**config.mk**
```make
export PLATFORM = sky130hd
export DESIGN_NAME = dttd_top
export DESIGN_NICKNAME = d
export VERILOG_FILES = /design/src/logic/dttd_pkg.sv /design/src/logic/dttd_top.sv
export SDC_FILE = /design/constraint.sdc
export NUM_CORES = 1
export LEC_CHECK = 0
export BUFFER_PORTS_ARGS = -buffer_cell sky130_fd_sc_hd__buf_2
export CAP_MARGIN = 10
export CORE_MARGIN = 4
export CORE_UTILIZATION = 35
export DETAILED_ROUTE_END_ITERATION = 16
export MAX_ROUTING_LAYER = met4
export SYNTH_ARGS = -nofsm -noshare
export SYNTH_HDL_FRONTEND = slang
export SYNTH_SLANG_ARGS = --single-unit
```
**constraint.sdc**
```tcl
create_clock -name ref_clk -period 3.5 [get_ports ref_clk]
set_input_delay 0.525 -clock ref_clk [delete_from_list [all_inputs] [get_ports ref_clk]]
set_output_delay 0.525 -clock ref_clk [all_outputs]
set_load 0.1 [all_outputs]
```
**src/logic/dttd_pkg.sv**
```systemverilog
package dttd_pkg;
  // register indices; byte address is four times the index
  localparam logic [3:0] IDX_CTL8 = 4'h0;
  localparam logic [3:0] IDX_SHR = 4'h1;
  localparam logic [3:0] IDX_CTL16 = 4'h2;
  localparam logic [3:0] IDX_ENS = 4'h3;
  localparam logic [3:0] IDX_RLD8H = 4'h4;
  localparam logic [3:0] IDX_RLD8L = 4'h5;
  localparam logic [3:0] IDX_RLD16L = 4'h6;
  localparam logic [3:0] IDX_RLD16H = 4'h7;
  localparam logic [3:0] IDX_CAP16L = 4'h8;
  localparam logic [3:0] IDX_CAP16H = 4'h9;
  localparam logic [3:0] IDX_CAP8L = 4'ha;
  localparam logic [3:0] IDX_CAP8H = 4'hb;
  localparam int ADDR_W = 6;
  // timer8_control bits
  localparam int B8_PIN = 0;
  localparam int B8_MASK = 1;
  localparam int B8_TOUT = 5;
  localparam int B8_SINGLE = 6;
  localparam int B8_EN = 7;
  // shared_timer_control bits
  localparam int BS_LVL16 = 0;
  localparam int BS_LVL8 = 1;
  localparam int BS_SUB_LO = 2;
  localparam int BS_SUB_HI = 3;
  localparam int BS_MODE = 6;
  localparam int BS_SEL = 7;
  // timer16_control bits
  localparam int B16_PIN = 0;
  localparam int B16_SINGLE = 6;
  // timer_enable_sync_control bits
  localparam int BE_EN16 = 0;
  localparam int BE_EN8 = 1;
  localparam int BE_SYNC = 2;
  localparam logic [4:0] ENS_RSVD = 5'h1f;
  // sub-mode codes, filter lengths, reset byte and short count end
  localparam logic [1:0] SUB_NORMAL = 2'h0;
  localparam logic [1:0] SUB_PINGPONG = 2'h1;
  localparam logic [1:0] SUB_FORCE0 = 2'h2;
  localparam logic [1:0] SUB_FORCE1 = 2'h3;
  localparam logic [3:0] FILT_NONE = 4'h1;
  localparam logic [3:0] FILT_SHORT = 4'h4;
  localparam logic [3:0] FILT_LONG = 4'h8;
  localparam logic [7:0] RST_BYTE = 8'h00;
  localparam logic [7:0] CNT8_END = 8'hff;
endpackage : dttd_pkg

```
**src/logic/dttd_top.sv**
```systemverilog
// Functional notes
// short high-time capture gets the count taken while input was one
// short low-time capture gets the count taken while input was zero
// long capture split: upper byte at 0x09, lower byte at 0x08
// capture registers ignore writes; reads give latest capture
// mask bit 1 of timer8_control gates the time-out interrupt
// bit 0 of timer8_control puts short timer output on its pin
// writing one to the short timer enable starts it
// single/modulo selector: 0 reloads at terminal count, 1 stops
// time-out flag sets at terminal count, cleared only by writing one
// software clears the time-out flag before enabling the timers
// first short count may be partial; no alignment needed
// read-modify-write of flag bits may clear them; software beware
// transmit sub-mode: normal, ping-pong, long output forced 0 or 1
// demodulation filter: none, 4 cycles, 8 cycles, reserved
// transmit: bit 1 and bit 0 give short and long start levels
// demodulation: bit 1 flags a rising edge, write one clears
// demodulation: bit 0 flags a falling edge, write one clears
// mode field zero is transmit, anything else demodulation
// transmit: select bit routes combined output to its pin
// demodulation: select bit picks input pin; irq pin raises interrupt
// enable bits read running state; write 0 stops, 1 starts
// sync mode aligns first carrier pulse; reserved bits read ones
// demodulation: capture count at each qualified edge, then restart
//
// Decided for this implementation: register access over APB.
`timescale 1ns/1ps
module dttd_top (
  input wire logic ref_clk,
  input wire logic reset,
  input wire logic clk_en,
  input wire logic psel,
  input wire logic penable,
  input wire logic pwrite,
  input wire logic [dttd_pkg::ADDR_W-1:0] paddr,
  input wire logic [31:0] pwdata,
  output logic [31:0] prdata,
  output logic pready,
  output logic pslverr,
  input wire logic irq_capable_input_pin,
  input wire logic alternate_input_pin,
  input wire logic port_short_dout,
  input wire logic port_long_dout,
  input wire logic port_comb_dout,
  output logic short_timer_pin,
  output logic long_timer_pin,
  output logic combined_output_pin,
  output logic timeout_irq,
  output logic external_interrupt_two
);
  import dttd_pkg::*;

  typedef struct packed {
    logic [7:0] ctl8;
    logic [7:0] shr;
    logic [7:0] ctl16;
    logic sync;
    logic en8;
    logic en16;
    logic rise;
    logic fall;
    logic tout;
    logic [7:0] rld8h;
    logic [7:0] rld8l;
    logic [15:0] rld16;
    logic [7:0] cap8h;
    logic [7:0] cap8l;
    logic [15:0] cap16;
    logic [7:0] cnt8;
    logic [15:0] cnt16;
    logic out8;
    logic out16;
    logic synced;
    logic filt;
    logic [3:0] fcnt;
    logic irq;
    logic ext;
    logic pin_s;
    logic pin_l;
    logic pin_c;
    logic rdy;
    logic err;
    logic [31:0] rdata;
  } dttd_state_t;

  dttd_state_t s_r;
  dttd_state_t s_nxt;

  function automatic logic hit(input logic [3:0] idx, input logic [3:0] want);
    hit = (idx == want);
  endfunction : hit

  function automatic logic [3:0] filt_len(input logic [1:0] code);
    case (code)
      2'h0: filt_len = FILT_NONE;
      2'h1: filt_len = FILT_SHORT;
      default: filt_len = FILT_LONG;
    endcase
  endfunction : filt_len

  //////////////////////////////////////////////////////////////////////
  logic [3:0] idx;
  logic mapped;
  logic wr;
  logic demod;
  logic [1:0] sub;
  logic raw;
  logic edge_r;
  logic edge_f;
  logic filt_take;
  logic tc8;
  logic tc16;
  logic out16_f;
  logic [7:0] rd8;

  assign idx = paddr[ADDR_W-1:2];
  assign mapped = (idx <= IDX_CAP8H);
  assign demod = s_r.shr[BS_MODE];
  assign sub = s_r.shr[BS_SUB_HI:BS_SUB_LO];
  // one means the interrupt-capable pin feeds the counters
  assign raw = s_r.shr[BS_SEL] ? irq_capable_input_pin : alternate_input_pin;
  assign wr = psel && penable && s_r.rdy && pwrite && mapped;

  always_comb begin
    rd8 = RST_BYTE;
    case (idx)
      IDX_CTL8: begin
        rd8 = s_r.ctl8;
        rd8[B8_TOUT] = s_r.tout;
        rd8[B8_EN] = s_r.en8;
      end
      IDX_SHR: begin
        rd8 = s_r.shr;
        if (demod) begin
          rd8[BS_LVL8] = s_r.rise;
          rd8[BS_LVL16] = s_r.fall;
        end
      end
      IDX_CTL16: rd8 = s_r.ctl16;
      IDX_ENS: rd8 = {ENS_RSVD, s_r.sync, s_r.en8, s_r.en16};
      IDX_RLD8H: rd8 = s_r.rld8h;
      IDX_RLD8L: rd8 = s_r.rld8l;
      IDX_RLD16L: rd8 = s_r.rld16[7:0];
      IDX_RLD16H: rd8 = s_r.rld16[15:8];
      IDX_CAP16L: rd8 = s_r.cap16[7:0];
      IDX_CAP16H: rd8 = s_r.cap16[15:8];
      IDX_CAP8L: rd8 = s_r.cap8l;
      IDX_CAP8H: rd8 = s_r.cap8h;
      default: rd8 = RST_BYTE;
    endcase
  end

  //////////////////////////////////////////////////////////////////////
  assign tc8 = !demod && s_r.en8 && (!s_r.sync || s_r.synced) && (s_r.cnt8 == RST_BYTE);
  assign tc16 = !demod && s_r.en16 && (s_r.cnt16 == {RST_BYTE, RST_BYTE});
  // filter decision sits outside the state process so edges never loop back into it
  assign filt_take = (raw != s_r.filt) && (s_r.fcnt + 4'h1 >= filt_len(sub));
  assign edge_r = demod && filt_take && raw;
  assign edge_f = demod && filt_take && !raw;
  // forced levels also reach the long pin in demodulation mode, where this field is the filter code
  assign out16_f = (sub == SUB_FORCE0) ? 1'b0 :
                   (sub == SUB_FORCE1) ? 1'b1 : s_r.out16;

  always_comb begin
    logic start8;
    logic start16;
    logic clr;
    start8 = 1'b0;
    start16 = 1'b0;
    clr = 1'b0;
    s_nxt = s_r;
    s_nxt.rdy = 1'b0;
    s_nxt.ext = 1'b0;
    // apb: one wait state, answer registered
    if (psel && penable && !s_r.rdy) begin
      s_nxt.rdy = 1'b1;
      s_nxt.err = !mapped;
      s_nxt.rdata = {24'h000000, rd8};
    end
    if (wr) begin
      if (hit(idx, IDX_CTL8)) begin
        s_nxt.ctl8 = pwdata[7:0];
        if (pwdata[B8_TOUT]) begin
          clr = 1'b1;
        end
        if (pwdata[B8_EN] && !s_r.en8) begin
          start8 = 1'b1;
        end
      end
      if (hit(idx, IDX_SHR)) begin
        s_nxt.shr[7:2] = pwdata[7:2];
        if (demod) begin
          if (pwdata[BS_LVL8]) begin
            s_nxt.rise = 1'b0;
          end
          if (pwdata[BS_LVL16]) begin
            s_nxt.fall = 1'b0;
          end
        end else begin
          s_nxt.shr[1:0] = pwdata[1:0];
        end
      end
      if (hit(idx, IDX_CTL16)) begin
        s_nxt.ctl16 = pwdata[7:0];
      end
      if (hit(idx, IDX_ENS)) begin
        s_nxt.sync = pwdata[BE_SYNC];
        s_nxt.en8 = pwdata[BE_EN8];
        s_nxt.en16 = pwdata[BE_EN16];
        start8 = pwdata[BE_EN8] && !s_r.en8;
        start16 = pwdata[BE_EN16] && !s_r.en16;
      end
      if (hit(idx, IDX_RLD8H)) begin
        s_nxt.rld8h = pwdata[7:0];
      end
      if (hit(idx, IDX_RLD8L)) begin
        s_nxt.rld8l = pwdata[7:0];
      end
      if (hit(idx, IDX_RLD16L)) begin
        s_nxt.rld16[7:0] = pwdata[7:0];
      end
      if (hit(idx, IDX_RLD16H)) begin
        s_nxt.rld16[15:8] = pwdata[7:0];
      end
    end
    if (clr) begin
      s_nxt.tout = 1'b0;
    end
    // input glitch filter; reserved code acts as the longest
    if (raw == s_r.filt) begin
      s_nxt.fcnt = 4'h0;
    end else if (filt_take) begin
      s_nxt.filt = raw;
      s_nxt.fcnt = 4'h0;
    end else begin
      s_nxt.fcnt = s_r.fcnt + 4'h1;
    end
    if (!demod) begin
      // short timer: count down, toggle, reload for the new level
      if (tc8) begin
        s_nxt.out8 = !s_r.out8;
        s_nxt.cnt8 = s_r.out8 ? s_r.rld8l : s_r.rld8h;
        s_nxt.tout = 1'b1;
        if (s_r.ctl8[B8_SINGLE] || sub == SUB_PINGPONG) begin
          s_nxt.en8 = 1'b0;
        end
        if (sub == SUB_PINGPONG) begin
          s_nxt.en16 = 1'b1;
          start16 = 1'b1;
        end
      end else if (s_r.en8 && (!s_r.sync || s_r.synced)) begin
        s_nxt.cnt8 = s_r.cnt8 - 8'h01;
      end
      if (tc16) begin
        s_nxt.out16 = !s_r.out16;
        s_nxt.cnt16 = s_r.rld16;
        s_nxt.synced = 1'b1;
        if (s_r.ctl16[B16_SINGLE] || sub == SUB_PINGPONG) begin
          s_nxt.en16 = 1'b0;
        end
        if (sub == SUB_PINGPONG) begin
          s_nxt.en8 = 1'b1;
          start8 = 1'b1;
        end
      end else if (s_r.en16) begin
        s_nxt.cnt16 = s_r.cnt16 - 16'h0001;
      end
    end else begin
      if (s_r.en8) begin
        s_nxt.cnt8 = s_r.cnt8 + 8'h01;
        if (s_r.cnt8 == CNT8_END) begin
          s_nxt.tout = 1'b1;
        end
      end
      if (s_r.en16) begin
        s_nxt.cnt16 = s_r.cnt16 + 16'h0001;
      end
      if (edge_r || edge_f) begin
        if (edge_r) begin
          s_nxt.cap8l = s_r.cnt8;
          s_nxt.rise = 1'b1;
        end else begin
          s_nxt.cap8h = s_r.cnt8;
          s_nxt.fall = 1'b1;
        end
        s_nxt.cap16 = s_r.cnt16;
        s_nxt.cnt8 = RST_BYTE;
        s_nxt.cnt16 = {RST_BYTE, RST_BYTE};
        s_nxt.ext = s_r.shr[BS_SEL];
      end
    end
    if (start8) begin
      s_nxt.out8 = s_r.shr[BS_LVL8];
      s_nxt.cnt8 = demod ? RST_BYTE : (s_r.shr[BS_LVL8] ? s_r.rld8h : s_r.rld8l);
      s_nxt.synced = 1'b0;
      s_nxt.en8 = 1'b1;
    end
    if (start16) begin
      s_nxt.out16 = s_r.shr[BS_LVL16];
      s_nxt.cnt16 = demod ? {RST_BYTE, RST_BYTE} : s_r.rld16;
    end
    // pins and interrupt are all registered
    s_nxt.pin_s = s_r.ctl8[B8_PIN] ? s_r.out8 : port_short_dout;
    s_nxt.pin_l = s_r.ctl16[B16_PIN] ? out16_f : port_long_dout;
    s_nxt.pin_c = (!demod && s_r.shr[BS_SEL]) ? (s_r.out8 && out16_f) : port_comb_dout;
    s_nxt.irq = s_r.tout && s_r.ctl8[B8_MASK];
  end

  always_ff @(posedge ref_clk) begin
    if (reset) begin
      s_r <= '0;
    end else if (clk_en) begin
      s_r <= s_nxt;
    end
  end

  assign prdata = s_r.rdata;
  assign pready = s_r.rdy;
  assign pslverr = s_r.err;
  assign short_timer_pin = s_r.pin_s;
  assign long_timer_pin = s_r.pin_l;
  assign combined_output_pin = s_r.pin_c;
  assign timeout_irq = s_r.irq;
  assign external_interrupt_two = s_r.ext;
endmodule : dttd_top

```
Word-level counts from Yosys, hierarchy flattened
Cells that the tools add are included.
{"block": "op_classes", "add_sub_neg": 5, "mul": 0, "n_div": 0, "n_lt_le_gt_ge": 2, "n_eq_ne": 21, "shifts": 0, "muxes": 72, "n_bitwise": 3, "n_reduce_logical": 62}
{"operator": "one-hot mux 8 bit (12 select lines)", "n": 1}
{"operator": "two-way mux 16 bit", "n": 5}
{"operator": "two-way mux 8 bit", "n": 7}
{"operator": "two-way mux 24 bit", "n": 2}
{"operator": "AND reduction 3 bit", "n": 15}
{"operator": "two-way mux 1 bit", "n": 41}
{"operator": "two-way mux 34 bit", "n": 1}
{"operator": "logical AND 1 bit", "n": 21}
{"operator": "two-way mux 2 bit", "n": 10}
{"operator": "adder 16 x 1 -> 16 bit, second input constant", "n": 1}
{"operator": "equality test 4 x 3 -> 1 bit, second input constant", "n": 4}
{"operator": "equality test 4 bit, second input constant", "n": 4}
{"operator": "logical NOT 16 bit", "n": 1}
{"operator": "subtractor 16 x 1 -> 16 bit, second input constant", "n": 1}
{"operator": "two-way mux 4 bit", "n": 3}
{"operator": "AND reduction 4 bit", "n": 3}
{"operator": "logical NOT 1 bit", "n": 9}
{"operator": "adder 8 x 1 -> 8 bit, second input constant", "n": 1}
{"operator": "equality test 4 x 2 -> 1 bit, second input constant", "n": 2}
{"operator": "equality test 8 bit, second input constant", "n": 1}
{"operator": "logical NOT 8 bit", "n": 1}
{"operator": "inequality test 4 x 2 -> 1 bit, second input constant", "n": 2}
{"operator": "one-hot mux 4 bit (2 select lines)", "n": 1}
{"operator": "nonzero test 4 bit", "n": 2}
{"operator": "other kinds (17)", "n": 26}
{"block": "totals", "ff_bits": 140, "latchBits": 0, "ramBits": 0, "romBits": 0, "in_bits": 49, "out_inout_bits": 39, "memories": 0}

Longest topological paths before layout
Gate-level depths: netlist of run 1.
{"block": "logic_depth", "depth_word": 11, "depth_mapped": 11}

Least setup slack after synthesis of run 1
No wires, ideal clock.
{"block": "synth_path", "path_type": "reg2reg", "start": "reg s_r (netlist bit pready)", "end": "reg s_r[53] (netlist bit)", "arrival_ns": 2.792, "t_required_ns": 3.383, "slack_ns": 0.591, "stages_incl_launch_ff": 7, "n_path_buf": 0, "cell_sequence": "dfxtp_1 nand4bb_1 or4_1 o211a_1 o21ai_1 o21ai_0 a32o_1"}
{"block": "synth_via", "elab_chain_len": 9, "elab_cells_between_ends": 11, "cone_classes": "1 x eq/ne; 5 x mux; 5 x reduce/logical"}
{"item": "from (decl)", "line": "dttd_top.sv:86", "text": "dttd_state_t s_r;"}
{"item": "from (signal assigned)", "line": "dttd_top.sv:313", "text": "s_r <= s_nxt;"}
{"item": "logical AND 1 bit * (3 in a row)", "line": "dttd_top.sv:122", "text": "assign wr = psel && penable && s_r.rdy && pwrite && mapped;"}
{"item": "two-way mux 1 bit *", "line": "dttd_top.sv:180", "text": "if (wr) begin"}
{"item": "two-way mux 1 bit", "line": "dttd_top.sv:247", "text": "if (sub == SUB_PINGPONG) begin"}
{"item": "two-way mux 1 bit", "line": "dttd_top.sv:240", "text": "if (tc8) begin"}
{"item": "two-way mux 1 bit *", "line": "dttd_top.sv:238", "text": "if (!demod) begin"}
{"item": "inequality test 4 x 2 -> 1 bit (no source line) / nonzero test 4 bit (equally long branches)"}
{"item": "AND reduction 3 bit (no source line)"}
Every way passes the cells marked *; elsewhere a longest branch is shown, timed or not.
A chain may end at the register's enable or synchronous reset.

Worst setup path in the final report of run 1
{"block": "layout_path", "start": "reg s_r[151] (netlist bit)", "end": "reg s_r[96] (netlist bit)"}
{"block": "layout_via", "elab_chain_len": 8, "elab_cells_between_ends": 11, "cone_classes": "1 x order compare; 1 x eq/ne; 1 x mux; 1 x bitwise; 7 x reduce/logical"}
{"item": "equality test 2 x 1 -> 1 bit / logical NOT 2 bit (equally long branches)", "line": "dttd_top.sv:94", "text": "case (code)"}
{"item": "one-hot mux 4 bit (2 select lines) *", "line": "dttd_top.sv:94"}
{"item": "greater-or-equal comparator 4 bit *", "line": "dttd_top.sv:157", "text": "assign filt_take = (raw != s_r.filt) && (s_r.fcnt + 4'h1 >= filt_len(sub));"}
{"item": "logical AND 1 bit *", "line": "dttd_top.sv:157"}
{"item": "logical AND 1 bit *", "line": "dttd_top.sv:158, dttd_top.sv:159"}
{"item": "logical AND 1 bit (on tied branches)", "line": "dttd_top.sv:158, dttd_top.sv:159"}
{"item": "logical OR 1 bit / inverter 1 bit (equally long branches)"}
{"item": "AND reduction 4 bit (no source line) *"}
Marked as above.

==> impl_metrics.py, run 1 <==
metrics = {
    "grt": {
        "first_pass_grt_wire_length_um": 43800,
        "grt_usage_pct": 21.8,
        "grt_antenna_before_repair": 0,
        "grt_max_degree": 99,
        "first_global_vias": 7356,
        "globalRouteOverflowTotal": 0,
    },
    "detailed_routing": {
        "detailroute.via_count": 8083,
        "detail_route.vias_per_cell": 5.75,
        "drt-initial-drc-count": 875,
        "route.final.wire_length_um": 28500,
        "wire_per_inst_um": 20.3,
        "detail-route-antenna-nets": 0,
        "drt_pass1_iterations": 6,
        "drc": 0,
    },
    "power_and_ir_drop": {
        "leakagePower_uw": 0.00322,
        "max-vdd-ir-drop_v": 0.000334,
        "power_per_cell_area_nw_per_um2": 418,
    },
    "placement": {
        "dp.cells": 1373,
        "dp_worst_setup_slack_ps": 303,
        "portBuffers": 37,
        "gp_congestion": 0.942,
        "dpl.hpwl_um": 20300,
    },
    "synth": {
        "synth-compound-area-share_pct": 23.1,
        "syn_avg_cell_area_sq_um": 7.72,
        "synthesis.area_sq_um": 8310,
        "synth_simple_gate_area_share_pct": 22.9,
        "synth_adder_area_share_pct": 1.20,
        "unique_masters_post_synth": 74,
        "yosys_warnings": 0,
        "synth.ff_latch_count": 139,
        "sequential_area_share_after_synthesis_pct": 33.5,
        "postSynthCellCount": 1077,
        "synth_top_family_by_area": "compound AO/OA/AOI/OAI gates",
        "post_synth_xor_area_fraction_pct": 1.79,
        "synth_enable_flop_cells": 0,
        "synth_mux_area_share_pct": 9.29,
        "post_synthesis_async_set_or_reset_flop_share_pct": 0,
        "synth_ff_type": "dfxtp_1",
    },
    "timing": {
        "fmax_mhz": 321,
        "totalNegativeSetupSlack_ps": 0,
        "timing.final.ws_setup_ps": 388,
        "skew_ps": 17.5,
        "min_period_ps": 3110,
        "timing.final.hold_violations": 0,
        "least_margin_pin_slew_ps": 1120,
        "setup_repair_after_global_routing_missed_its_margin": "false",
        "layout_worst_path_cycle_share_pct": 88.9,
        "final-setup-viol-count": 0,
        "timing.slew.headroom_pct": 25.6,
        "count_of_pins_over_their_slew_limit": 0,
    },
    "final_layout": {
        "final-instance-count-excl-fill": 1405,
        "final_layout_size_suffix_gt1_share_pct": 12.5,
        "layout-area-overhead-vs-synth_pct": 11.8,
        "number_of_nets_in_the_finished_design": 1130,
        "fillers": 2473,
        "ant_diodes": 0,
    },
    "worst_setup_path": {
        "reg2reg_setup_slack_ps": 390,
        "r2r.worst_path.cells": 9,
        "path_class": "reg2reg",
        "cp.arrival_ps": 3390,
        "worstSetupEndpoint": "s_r[96]",
        "critPathCaptureType": "register",
        "worst_path_required_time_ps": 3780,
        "path_max_fanout": 9,
        "rr_endpoint": "s_r[96]",
        "setup.worst_path.start": "s_r[151]",
        "regToRegStartpoint": "s_r[151]",
        "critical_path.startpoint_type": "register",
    },
    "floorplan": {
        "die-width_um": 162,
        "rows": 56,
        "pin_count": 88,
        "dieArea_sq_um": 26300,
        "placeableCoreArea_sq_um": 23400,
        "floorplan.die.height_um": 162,
        "initial_core_util_pct": 35.5,
    },
    "outcome": {
        "outcome": "complete, no violations",
    },
    "clocking": {
        "clock_tree_from_tritoncts": "built",
        "max-clock-path-buffers": 2,
        "tritoncts.num_buffers": 17,
        "htree_levels": 4,
        "cts.sink_count": 139,
        "clk_pin_slew_worst_paths_ps": 60,
        "clkLatencyLatePin_ps": 430,
        "clk_root_buffer_cell": "clkbuf_16",
    },
    "job": {
        "drv_cap": 0,
    },
    "min_path": {
        "worst_hold_path_type": "in2reg",
        "min_delay_path_depth": 3,
    },
}
==> cells in the mapped netlist (5+ instances only) <==
cell / instances / share of area (%)
dfxtp_1: 139 / 33
nand2_1: 128 / 5.8
a21oi_1: 99 / 6.0
nor2_1: 97 / 4.4
clkbuf_1: 77 / 3.5
mux2i_1: 58 / 7.0
o21ai_0: 53 / 3.2
nand3_1: 49 / 3.0
buf_4: 33 / 3.0
nor3_1: 25 / 1.5
a22oi_1: 20 / 1.8
inv_1: 19 / 0.86
nor2b_1: 18 / 1.4
a211oi_1: 14 / 1.3
mux2_2: 13 / 1.8
nor4_1: 13 / 0.98
xnor2_1: 12 / 1.3
a31oi_1: 11 / 0.83
or4_1: 11 / 0.99
buf_1: 10 / 0.45
nand4_1: 10 / 0.75
o31ai_1: 9 / 0.81
a21o_1: 8 / 0.72
a32o_1: 8 / 0.96
and3_1: 8 / 0.60
ha_1: 8 / 1.2
a221oi_1: 6 / 0.63
a32oi_1: 6 / 0.63
and2_1: 6 / 0.45
nand2b_1: 6 / 0.45
o221ai_1: 6 / 0.63
nor4b_1: 5 / 0.53
o211ai_1: 5 / 0.45
o22ai_1: 5 / 0.38
o31a_1: 5 / 0.53
or3_1: 5 / 0.38
xor2_1: 5 / 0.53
==> cell usage in the layout (no fill, tap or decap), types with 11 or more instances in the layout <==
cell       netlist  final
a211oi_1        14     14
a21oi_1         99     99
a22oi_1         20     20
a31oi_1         11     11
buf_2            3     36
buf_4           33     43
clkbuf_16        0     17
conb_1           1     24
dfxtp_1        139    139
inv_1           19     19
mux2_2          13     13
mux2i_1         58     58
nand2_1        128    128
nand3_1         49     49
nor2_1          97     97
nor2b_1         18     18
nor3_1          25     25
nor4_1          13     12
o21ai_0         53     53
or4_1           11     11
xnor2_1         12     12
==> power by group <==
group | leakage, uW | internal [uW] | switching (uW)
Clock | 0.000277 | 1080 | 745
Sequential | 0.00112 | 1600 | 25.1
Combinational | 0.00182 | 94.2 | 345
Total | 0.00322 | 2770 | 1110
==> sequential cells by signal (all words and copies together) (netlist names) <==
register,cells
combined_output_pin,1
demod,1
external_interrupt_two,1
long_timer_pin,1
prdata,8
pready,1
pslverr,1
s_r,123
short_timer_pin,1
timeout_irq,1
==> layer usage <==
layer  wire length [um]  GRT usage (%)  up-vias
met1              12600           29.6     3841
met3               1870           2.59       63
li1                   -              -     3840
met2              13000           33.7      339
met4               1010           8.19        0
met5                  0              -        -
==> worst min path at each step <==
stage                   startpoint                  end  slack (ps)
floorplan                 s_r[148]             s_r[148]         430
CTS                      pwdata[6]             s_r[147]         430
finish              port_comb_dout  combined_output_pin         440
detailed placement         pslverr              pslverr         450
global placement          s_r[146]             s_r[146]         440
global route             pwdata[5]             s_r[146]         460
==> what timing repair did <==
action,4_1_cts,5_1_grt
gates resized for setup,0,1
hold buffers,0,0
setup endpoints to repair,0,1
setup buffers,0,0
==> critical path, cell delays in order (launching register included) <==
cell and delay (ps):
dfxtp_1 320, nor2b_1 240, clkinv_1 260, ha_1 340
o21ai_0 90, o21bai_1 380, and4_1 410, and2_1 610
mux2i_1 260, nor2_1 50
==> through the flow <==
| stage | area [sq um] | power, uW | hold WS, ps | utilization (%) |
|---|---|---|---|---|
| 6_report | 9290 | 3880 | 443 | 39.7 |
| 5_1_grt | 9290 | 3990 | 456 | 39.7 |
| 2_1_floorplan | 8400 | 2010 | 432 | - |
| 4_1_cts | 9290 | 3890 | 428 | 39.7 |
| 3_3_place_gp | 8700 | 2090 | 440 | 37.2 |
| 3_5_place_dp | 8700 | 2090 | 446 | 37.2 |
==> kinds of logic after synthesis <==
group	after synthesis
mux	73
fa+ha+maj	8
buf+inv	146
flops	139
compound gates	294
xor+xnor	17
simple gates	399
other cells	1
==> cell type report <==
type                    count  area [sq um]  area share [%]
flip-flops and latches    139          2780            29.9
clock buffers              20           447            4.81
well taps                 319           399            4.30
repair buffers             79           503            5.41
clock inverters            12           140            1.51
multi-input cells         815          4940            53.2
inverters                  21          78.8           0.848
Power figures use the tool's default switching activity.
==> run 2, diff against run 1 <==
--- a/config.mk
+++ b/config.mk
@@ -5,6 +5,7 @@
 export SDC_FILE = /design/constraint.sdc
 export NUM_CORES = 1
 export LEC_CHECK = 0
+export ABC_AREA = 1
 export BUFFER_PORTS_ARGS = -buffer_cell sky130_fd_sc_hd__buf_2
 export CAP_MARGIN = 10
 export CORE_MARGIN = 4
==> constraint.sdc (replaced) <==
create_clock -name ref_clk -period 3.51 [get_ports ref_clk]
set_input_delay 0.5265 -clock ref_clk [delete_from_list [all_inputs] [get_ports ref_clk]]
set_output_delay 0.5265 -clock ref_clk [all_outputs]
set_load 0.1 [all_outputs]
==> impl_metrics.py, run 2 <==
metrics = {
    "synth": {
        "netlist_top_cells_area": "dfxtp_1 33%, nand2_1 13%, a21oi_1 8.1%, o21ai_0 7.9%, nand3_1 6.9%",
        "post_synth_most_frequent_cells": "300 x nand2_1, 139 x dfxtp_1, 139 x inv_1",
        "post_synthesis_async_set_or_reset_flop_share_pct": 0,
        "postSynthCellCount": 1305,
        "unique_masters_post_synth": 41,
        "synthesis.area_sq_um": 8390,
        "sequential_area_share_after_synthesis_pct": 33.2,
        "syn_avg_cell_area_sq_um": 6.43,
        "yosys_warnings": 0,
        "synth_most_common_cell": "nand2_1",
        "synth_enable_flop_cells": 0,
        "cell_type_with_the_largest_total_area_after_synthesis": "dfxtp_1",
        "synth_largest_type_area_fraction_pct": 33.2,
        "synth.ff_latch_count": 139,
        "synth_ff_type": "dfxtp_1",
    },
    "detailed_routing": {
        "route.layer.met1.wl_um": 12800,
        "detail-route-antenna-nets": 0,
        "drt-initial-drc-count": 909,
        "detail_route.vias_per_cell": 5.30,
        "detailroute.via_count": 8695,
        "route.final.wire_length_um": 28900,
        "top_layer": "met4",
        "drt_pass1_iterations": 5,
        "detailroute.wirelength.met3_um": 2220,
        "wire_per_inst_um": 17.6,
        "drc": 0,
        "dr_wl_met2_um": 13100,
    },
    "power_and_ir_drop": {
        "power_per_cell_area_nw_per_um2": 429,
        "leakagePower_uw": 0.00396,
        "max-vdd-ir-drop_v": 0.000285,
    },
    "worst_setup_path": {
        "path_class": "reg2reg",
        "worst_path_required_time_ps": 3830,
        "critPathCaptureType": "register",
        "cp.arrival_ps": 2970,
        "r2r.worst_path.cells": 14,
        "critical_path.startpoint_type": "register",
        "path_max_fanout": 26,
    },
    "final_layout": {
        "layout-area-overhead-vs-synth_pct": 10.3,
        "fin_area_sq_um": 9260,
        "finish.utilization_pct": 39.3,
        "largest_register_ff_count": 123,
        "layout.cells.most_common": "nand2_1",
        "ant_diodes": 0,
        "most-common-layout-cells": "300 x nand2_1, 139 x dfxtp_1, 138 x inv_1",
        "number_of_nets_in_the_finished_design": 1366,
        "top_register_by_number_of_flip_flops": "s_r",
        "fillers": 2573,
        "final-instance-count-excl-fill": 1641,
        "final_layout_size_suffix_gt1_share_pct": 9.68,
    },
    "grt": {
        "globalRouteOverflowTotal": 0,
        "grt_max_degree": 106,
        "grt_antenna_before_repair": 0,
        "first_pass_grt_wire_length_um": 44200,
        "grt_usage_pct": 22.0,
        "first_global_vias": 7819,
    },
    "clocking": {
        "htree_levels": 4,
        "clk_root_buffer_cell": "clkbuf_16",
        "cts_repair_resize_count": 0,
        "clk_pin_slew_worst_paths_ps": 60,
        "cts.sink_count": 139,
        "tritoncts.num_buffers": 17,
        "max-clock-path-buffers": 2,
        "cts_setup_buffers": 0,
        "clkLatencyLatePin_ps": 430,
        "cts_hold_buffers": 0,
        "clock_tree_from_tritoncts": "built",
    },
    "placement": {
        "dp_worst_setup_slack_ps": 876,
        "dpl.hpwl_um": 21300,
        "gp_congestion": 1.01,
        "dp.cells": 1609,
        "portBuffers": 37,
        "dpl-instance-area_sq_um": 8620,
    },
    "floorplan": {
        "pin_count": 88,
        "die-width_um": 163,
        "floorplan.die.height_um": 163,
        "placeableCoreArea_sq_um": 23500,
        "initial_core_util_pct": 35.6,
        "dieArea_sq_um": 26500,
        "rows": 56,
    },
    "timing": {
        "min_period_ps": 2660,
        "final-setup-viol-count": 0,
        "timing.final.ws_setup_ps": 853,
        "count_of_pins_over_their_slew_limit": 0,
        "layout_worst_path_cycle_share_pct": 75.7,
        "fmax_mhz": 376,
        "least_margin_pin_slew_ps": 993,
        "skew_ps": 8.59,
        "timing.slew.headroom_pct": 33.8,
        "setup_repair_after_global_routing_missed_its_margin": "false",
        "totalNegativeSetupSlack_ps": 0,
        "timing.final.hold_violations": 0,
    },
    "min_path": {
        "worst_hold_path_type": "in2reg",
        "min_delay_path_depth": 3,
    },
    "job": {
        "drv_cap": 0,
    },
    "outcome": {
        "outcome": "complete, no violations",
    },
}
-- run 2: metal layers --
metal  vias to the layer above  GRT usage, %
met5                         -             -
met4                         0          7.43
met3                        53          4.07
met2                       365          33.4
met1                      4043          29.7
li1                       4234             -
-- run 2: path summary, 6_finish.rpt --
check,from,to,slack [ps]
worst max-delay path,s_r[39],s_r[57],850
worst min-delay path,port_comb_dout,combined_output_pin,390
worst max register to register,s_r[39],s_r[57],850
worst min register to register,s_r[143],s_r[143],460
-- run 2: layout make-up --
class | instances | area [sq um] | area share, %
sequential | 139 | 2780 | 30.1
inverter | 152 | 571 | 6.16
clock buffer | 19 | 453 | 4.89
multi-input combinational | 948 | 4570 | 49.4
timing repair buffer | 51 | 290 | 3.14
clock inverter | 13 | 189 | 2.04
tap | 319 | 399 | 4.31
-- run 2: stage by stage --
step	hold WS, ps	power (uW)
after detailed placement	450	2030
after global placement	446	2030
after floorplan	430	1960
after CTS	378	3990
after global routing	401	4090
final	389	3980
-- run 2: where the power goes --
group          total (uW)  internal (uW)  switching (uW)
Clock                1980           1230             745
Sequential           1600           1590            13.6
Combinational         396           72.3             324
Total                3980           2890            1080
-- run 2: critical path: stages (launching register included) --
cell and delay [ps]:
dfxtp_1 350, ha_1 220, xor2_1 160, ha_1 300
nand2_1 50, inv_1 50, nand2_1 50, nand3_1 110
nand2_2 140, inv_2 130, nand3_4 240, nand2_4 350
inv_1 190, nor2_1 130, a21oi_1 70
-- run 2: cells by family after synthesis --
logic type / Yosys count / share of synthesized area [%]
fa+ha+maj: 8 / 1.19
flops: 139 / 33.2
buf+inv: 241 / 13.4
compound gates: 325 / 20.3
xor+xnor: 20 / 2.09
simple gates: 571 / 29.8
other cells: 1 / 0.0447
==> run 3, diff against run 2 <==
--- a/config.mk
+++ b/config.mk
@@ -5,7 +5,7 @@
 export SDC_FILE = /design/constraint.sdc
 export NUM_CORES = 1
 export LEC_CHECK = 0
-export ABC_AREA = 1
+export ABC_AREA = 0
 export BUFFER_PORTS_ARGS = -buffer_cell sky130_fd_sc_hd__buf_2
 export CAP_MARGIN = 10
 export CORE_MARGIN = 4
==> constraint.sdc (replaced) <==
create_clock -name ref_clk -period 2.5 [get_ports ref_clk]
set_input_delay 0.375 -clock ref_clk [delete_from_list [all_inputs] [get_ports ref_clk]]
set_output_delay 0.375 -clock ref_clk [all_outputs]
set_load 0.1 [all_outputs]
==> impl_metrics.py, run 3 (synthesis results as in run 1) <==
metrics = {
    "outcome": {
        "outcome": "complete, but fails checks",
        "violations": "setup timing",
    },
    "clocking": {
        "cts.sink_count": 139,
        "clkLatencyLatePin_ps": 430,
        "clk_pin_slew_worst_paths_ps": 70,
        "clk_root_buffer_cell": "clkbuf_16",
        "clock_tree_from_tritoncts": "built",
        "cts_hold_buffers": 0,
        "htree_levels": 4,
        "tritoncts.num_buffers": 17,
        "max-clock-path-buffers": 2,
    },
    "timing": {
        "timing.final.hold_violations": 0,
        "timing.final.ws_setup_ps": -66.5,
        "min_period_ps": 2570,
        "totalNegativeSetupSlack_ps": -208,
        "count_of_pins_over_their_slew_limit": 0,
        "layout_worst_path_cycle_share_pct": 103,
        "setup_repair_after_global_routing_missed_its_margin": "true",
        "fmax_mhz": 390,
        "least_margin_pin_slew_ps": 677,
        "hold_ws_ps": 296,
        "skew_ps": 12.2,
        "final-setup-viol-count": 10,
        "timing.slew.headroom_pct": 54.7,
    },
    "grt": {
        "grt_usage_pct": 23.5,
        "grt_max_degree": 119,
        "first_pass_grt_wire_length_um": 47300,
        "busiest_layer": "met2",
        "globalRouteMet2Util_pct": 35.5,
        "grt_use_met3_pct": 2.46,
        "met1_layer_usage_reported_by_global_route_pct": 32.8,
        "globalRouteOverflowTotal": 0,
        "grt_antenna_before_repair": 0,
        "first_global_vias": 8038,
    },
    "worst_setup_path": {
        "path_max_fanout": 4,
        "critPathCaptureType": "register",
        "worstSetupEndpoint": "s_r[61]",
        "rr_endpoint": "s_r[61]",
        "r2r.worst_path.cells": 8,
        "critical_path.startpoint_type": "register",
        "cp.arrival_ps": 2910,
        "reg2reg_setup_slack_ps": -70,
        "path_class": "reg2reg",
        "regToRegStartpoint": "s_r[47]",
        "worst_path_required_time_ps": 2840,
        "setup.worst_path.start": "s_r[47]",
    },
    "final_layout": {
        "layout.cells.most_common": "dfxtp_1",
        "most-common-layout-cells": "133 x dfxtp_1, 125 x nand2_1, 104 x buf_4",
        "ant_diodes": 0,
        "fillers": 2360,
        "ff_latch_area_sq_um": 2790,
        "largest_register_ff_count": 123,
        "layout-area-overhead-vs-synth_pct": 25.3,
        "number_of_nets_in_the_finished_design": 1214,
        "fin_area_sq_um": 10400,
        "final_layout_size_suffix_gt1_share_pct": 23.5,
        "multi_input_comb_area_sq_um": 5230,
        "final-instance-count-excl-fill": 1488,
        "top_register_by_number_of_flip_flops": "s_r",
    },
    "min_path": {
        "min_delay_path_depth": 3,
        "worst_hold_path_type": "in2reg",
    },
    "floorplan": {
        "rows": 56,
        "placeableCoreArea_sq_um": 23400,
        "pin_count": 88,
        "dieArea_sq_um": 26300,
        "floorplan.die.height_um": 162,
        "initial_core_util_pct": 35.5,
        "die-width_um": 162,
    },
    "power_and_ir_drop": {
        "leakagePower_uw": 0.00377,
        "power_per_cell_area_nw_per_um2": 528,
        "max-vdd-ir-drop_v": 0.000523,
        "seq_power_share_pct": 40.9,
        "power_report.internal_total_uw": 3900,
        "part_of_the_total_power_dissipated_in_combinational_logic_pct": 12.5,
        "sw_frac_of_total_pct": 29.1,
        "clockPowerShare_pct": 46.5,
        "p_sw_uw": 1600,
    },
    "placement": {
        "portBuffers": 37,
        "gp_congestion": 0.926,
        "dp.cells": 1449,
        "dpl-instance-area_sq_um": 9440,
        "dpl.hpwl_um": 22100,
        "dp_worst_setup_slack_ps": -228,
    },
    "detailed_routing": {
        "detailroute.via_count": 8657,
        "drt_pass1_iterations": 6,
        "wire_per_inst_um": 21.1,
        "detail-route-antenna-nets": 0,
        "drc": 0,
        "detail_route.vias_per_cell": 5.82,
        "drt-initial-drc-count": 873,
        "route.final.wire_length_um": 31300,
    },
    "job": {
        "drv_cap": 0,
    },
}
==> run 3: changes by cell type in the layout (fill, tap and decap cells not counted), sizes merged, moves of 19 or more <==
cell   change
nand2    -182
inv      -126
buf      +109
o21ai     -95
nand3     -71
mux2i     +58
a21oi     -38
a22oi     +19
o22ai     -19
==> run 3: per-stage QoR <==
step | util, % | total power, uW
after floorplan | - | 2820
after global placement | 40.3 | 2960
after detailed placement | 40.3 | 2960
after CTS | 43.4 | 5490
after global routing | 44.5 | 5620
final | 44.5 | 5500
==> run 3: layout make-up <==
type,instances,area share [%]
Multi-Input combinational cell,816,50.2
Sequential cell,139,26.8
Timing Repair Buffer,162,12.8
Clock buffer,19,4.25
Tap cell,319,3.83
Clock inverter,12,1.30
Inverter,21,0.769
==> run 3: what timing repair did <==
item,CTS,global route
setup buffers,1,5
cloned,0,3
hold endpoints to repair,0,0
endpoints found under the setup margin,46,34
pin swaps,7,16
resized for setup,33,42
==> run 3: power by group through the flow <==
stage	Sequential (uW)	Clock, uW	Combinational, uW
global placement	2300	0	663
floorplan	2320	0	498
finish	2250	2560	689
detailed placement	2300	0	664
global route	2250	2650	719
CTS	2250	2570	668
==> run 3: worst min path at each step <==
stage / slack, ps / endpoint / startpoint
floorplan: 430 / s_r[148] / s_r[148]
global placement: 440 / pslverr / pslverr
detailed placement: 450 / s_r[142] / s_r[142]
CTS: 280 / combined_output_pin / port_comb_dout
global route: 310 / demod / pwdata[6]
finish: 300 / combined_output_pin / port_comb_dout
==> run 3: per-layer routing <==
layer,part of all wire (%),wire [um]
met5,0,0
met4,3.1,983
met3,6.9,2160
met1,45,14100
met2,45,14100
==> run 3: worst max-delay path, stage by stage, from the launching register on <==
cell and delay [ps]:
dfxtp_2 320, inv_2 70, ha_4 130, or4b_4 490, or4b_4 560, or4_4 440
a221oi_2 230, a211oi_1 90, nor3_2 150
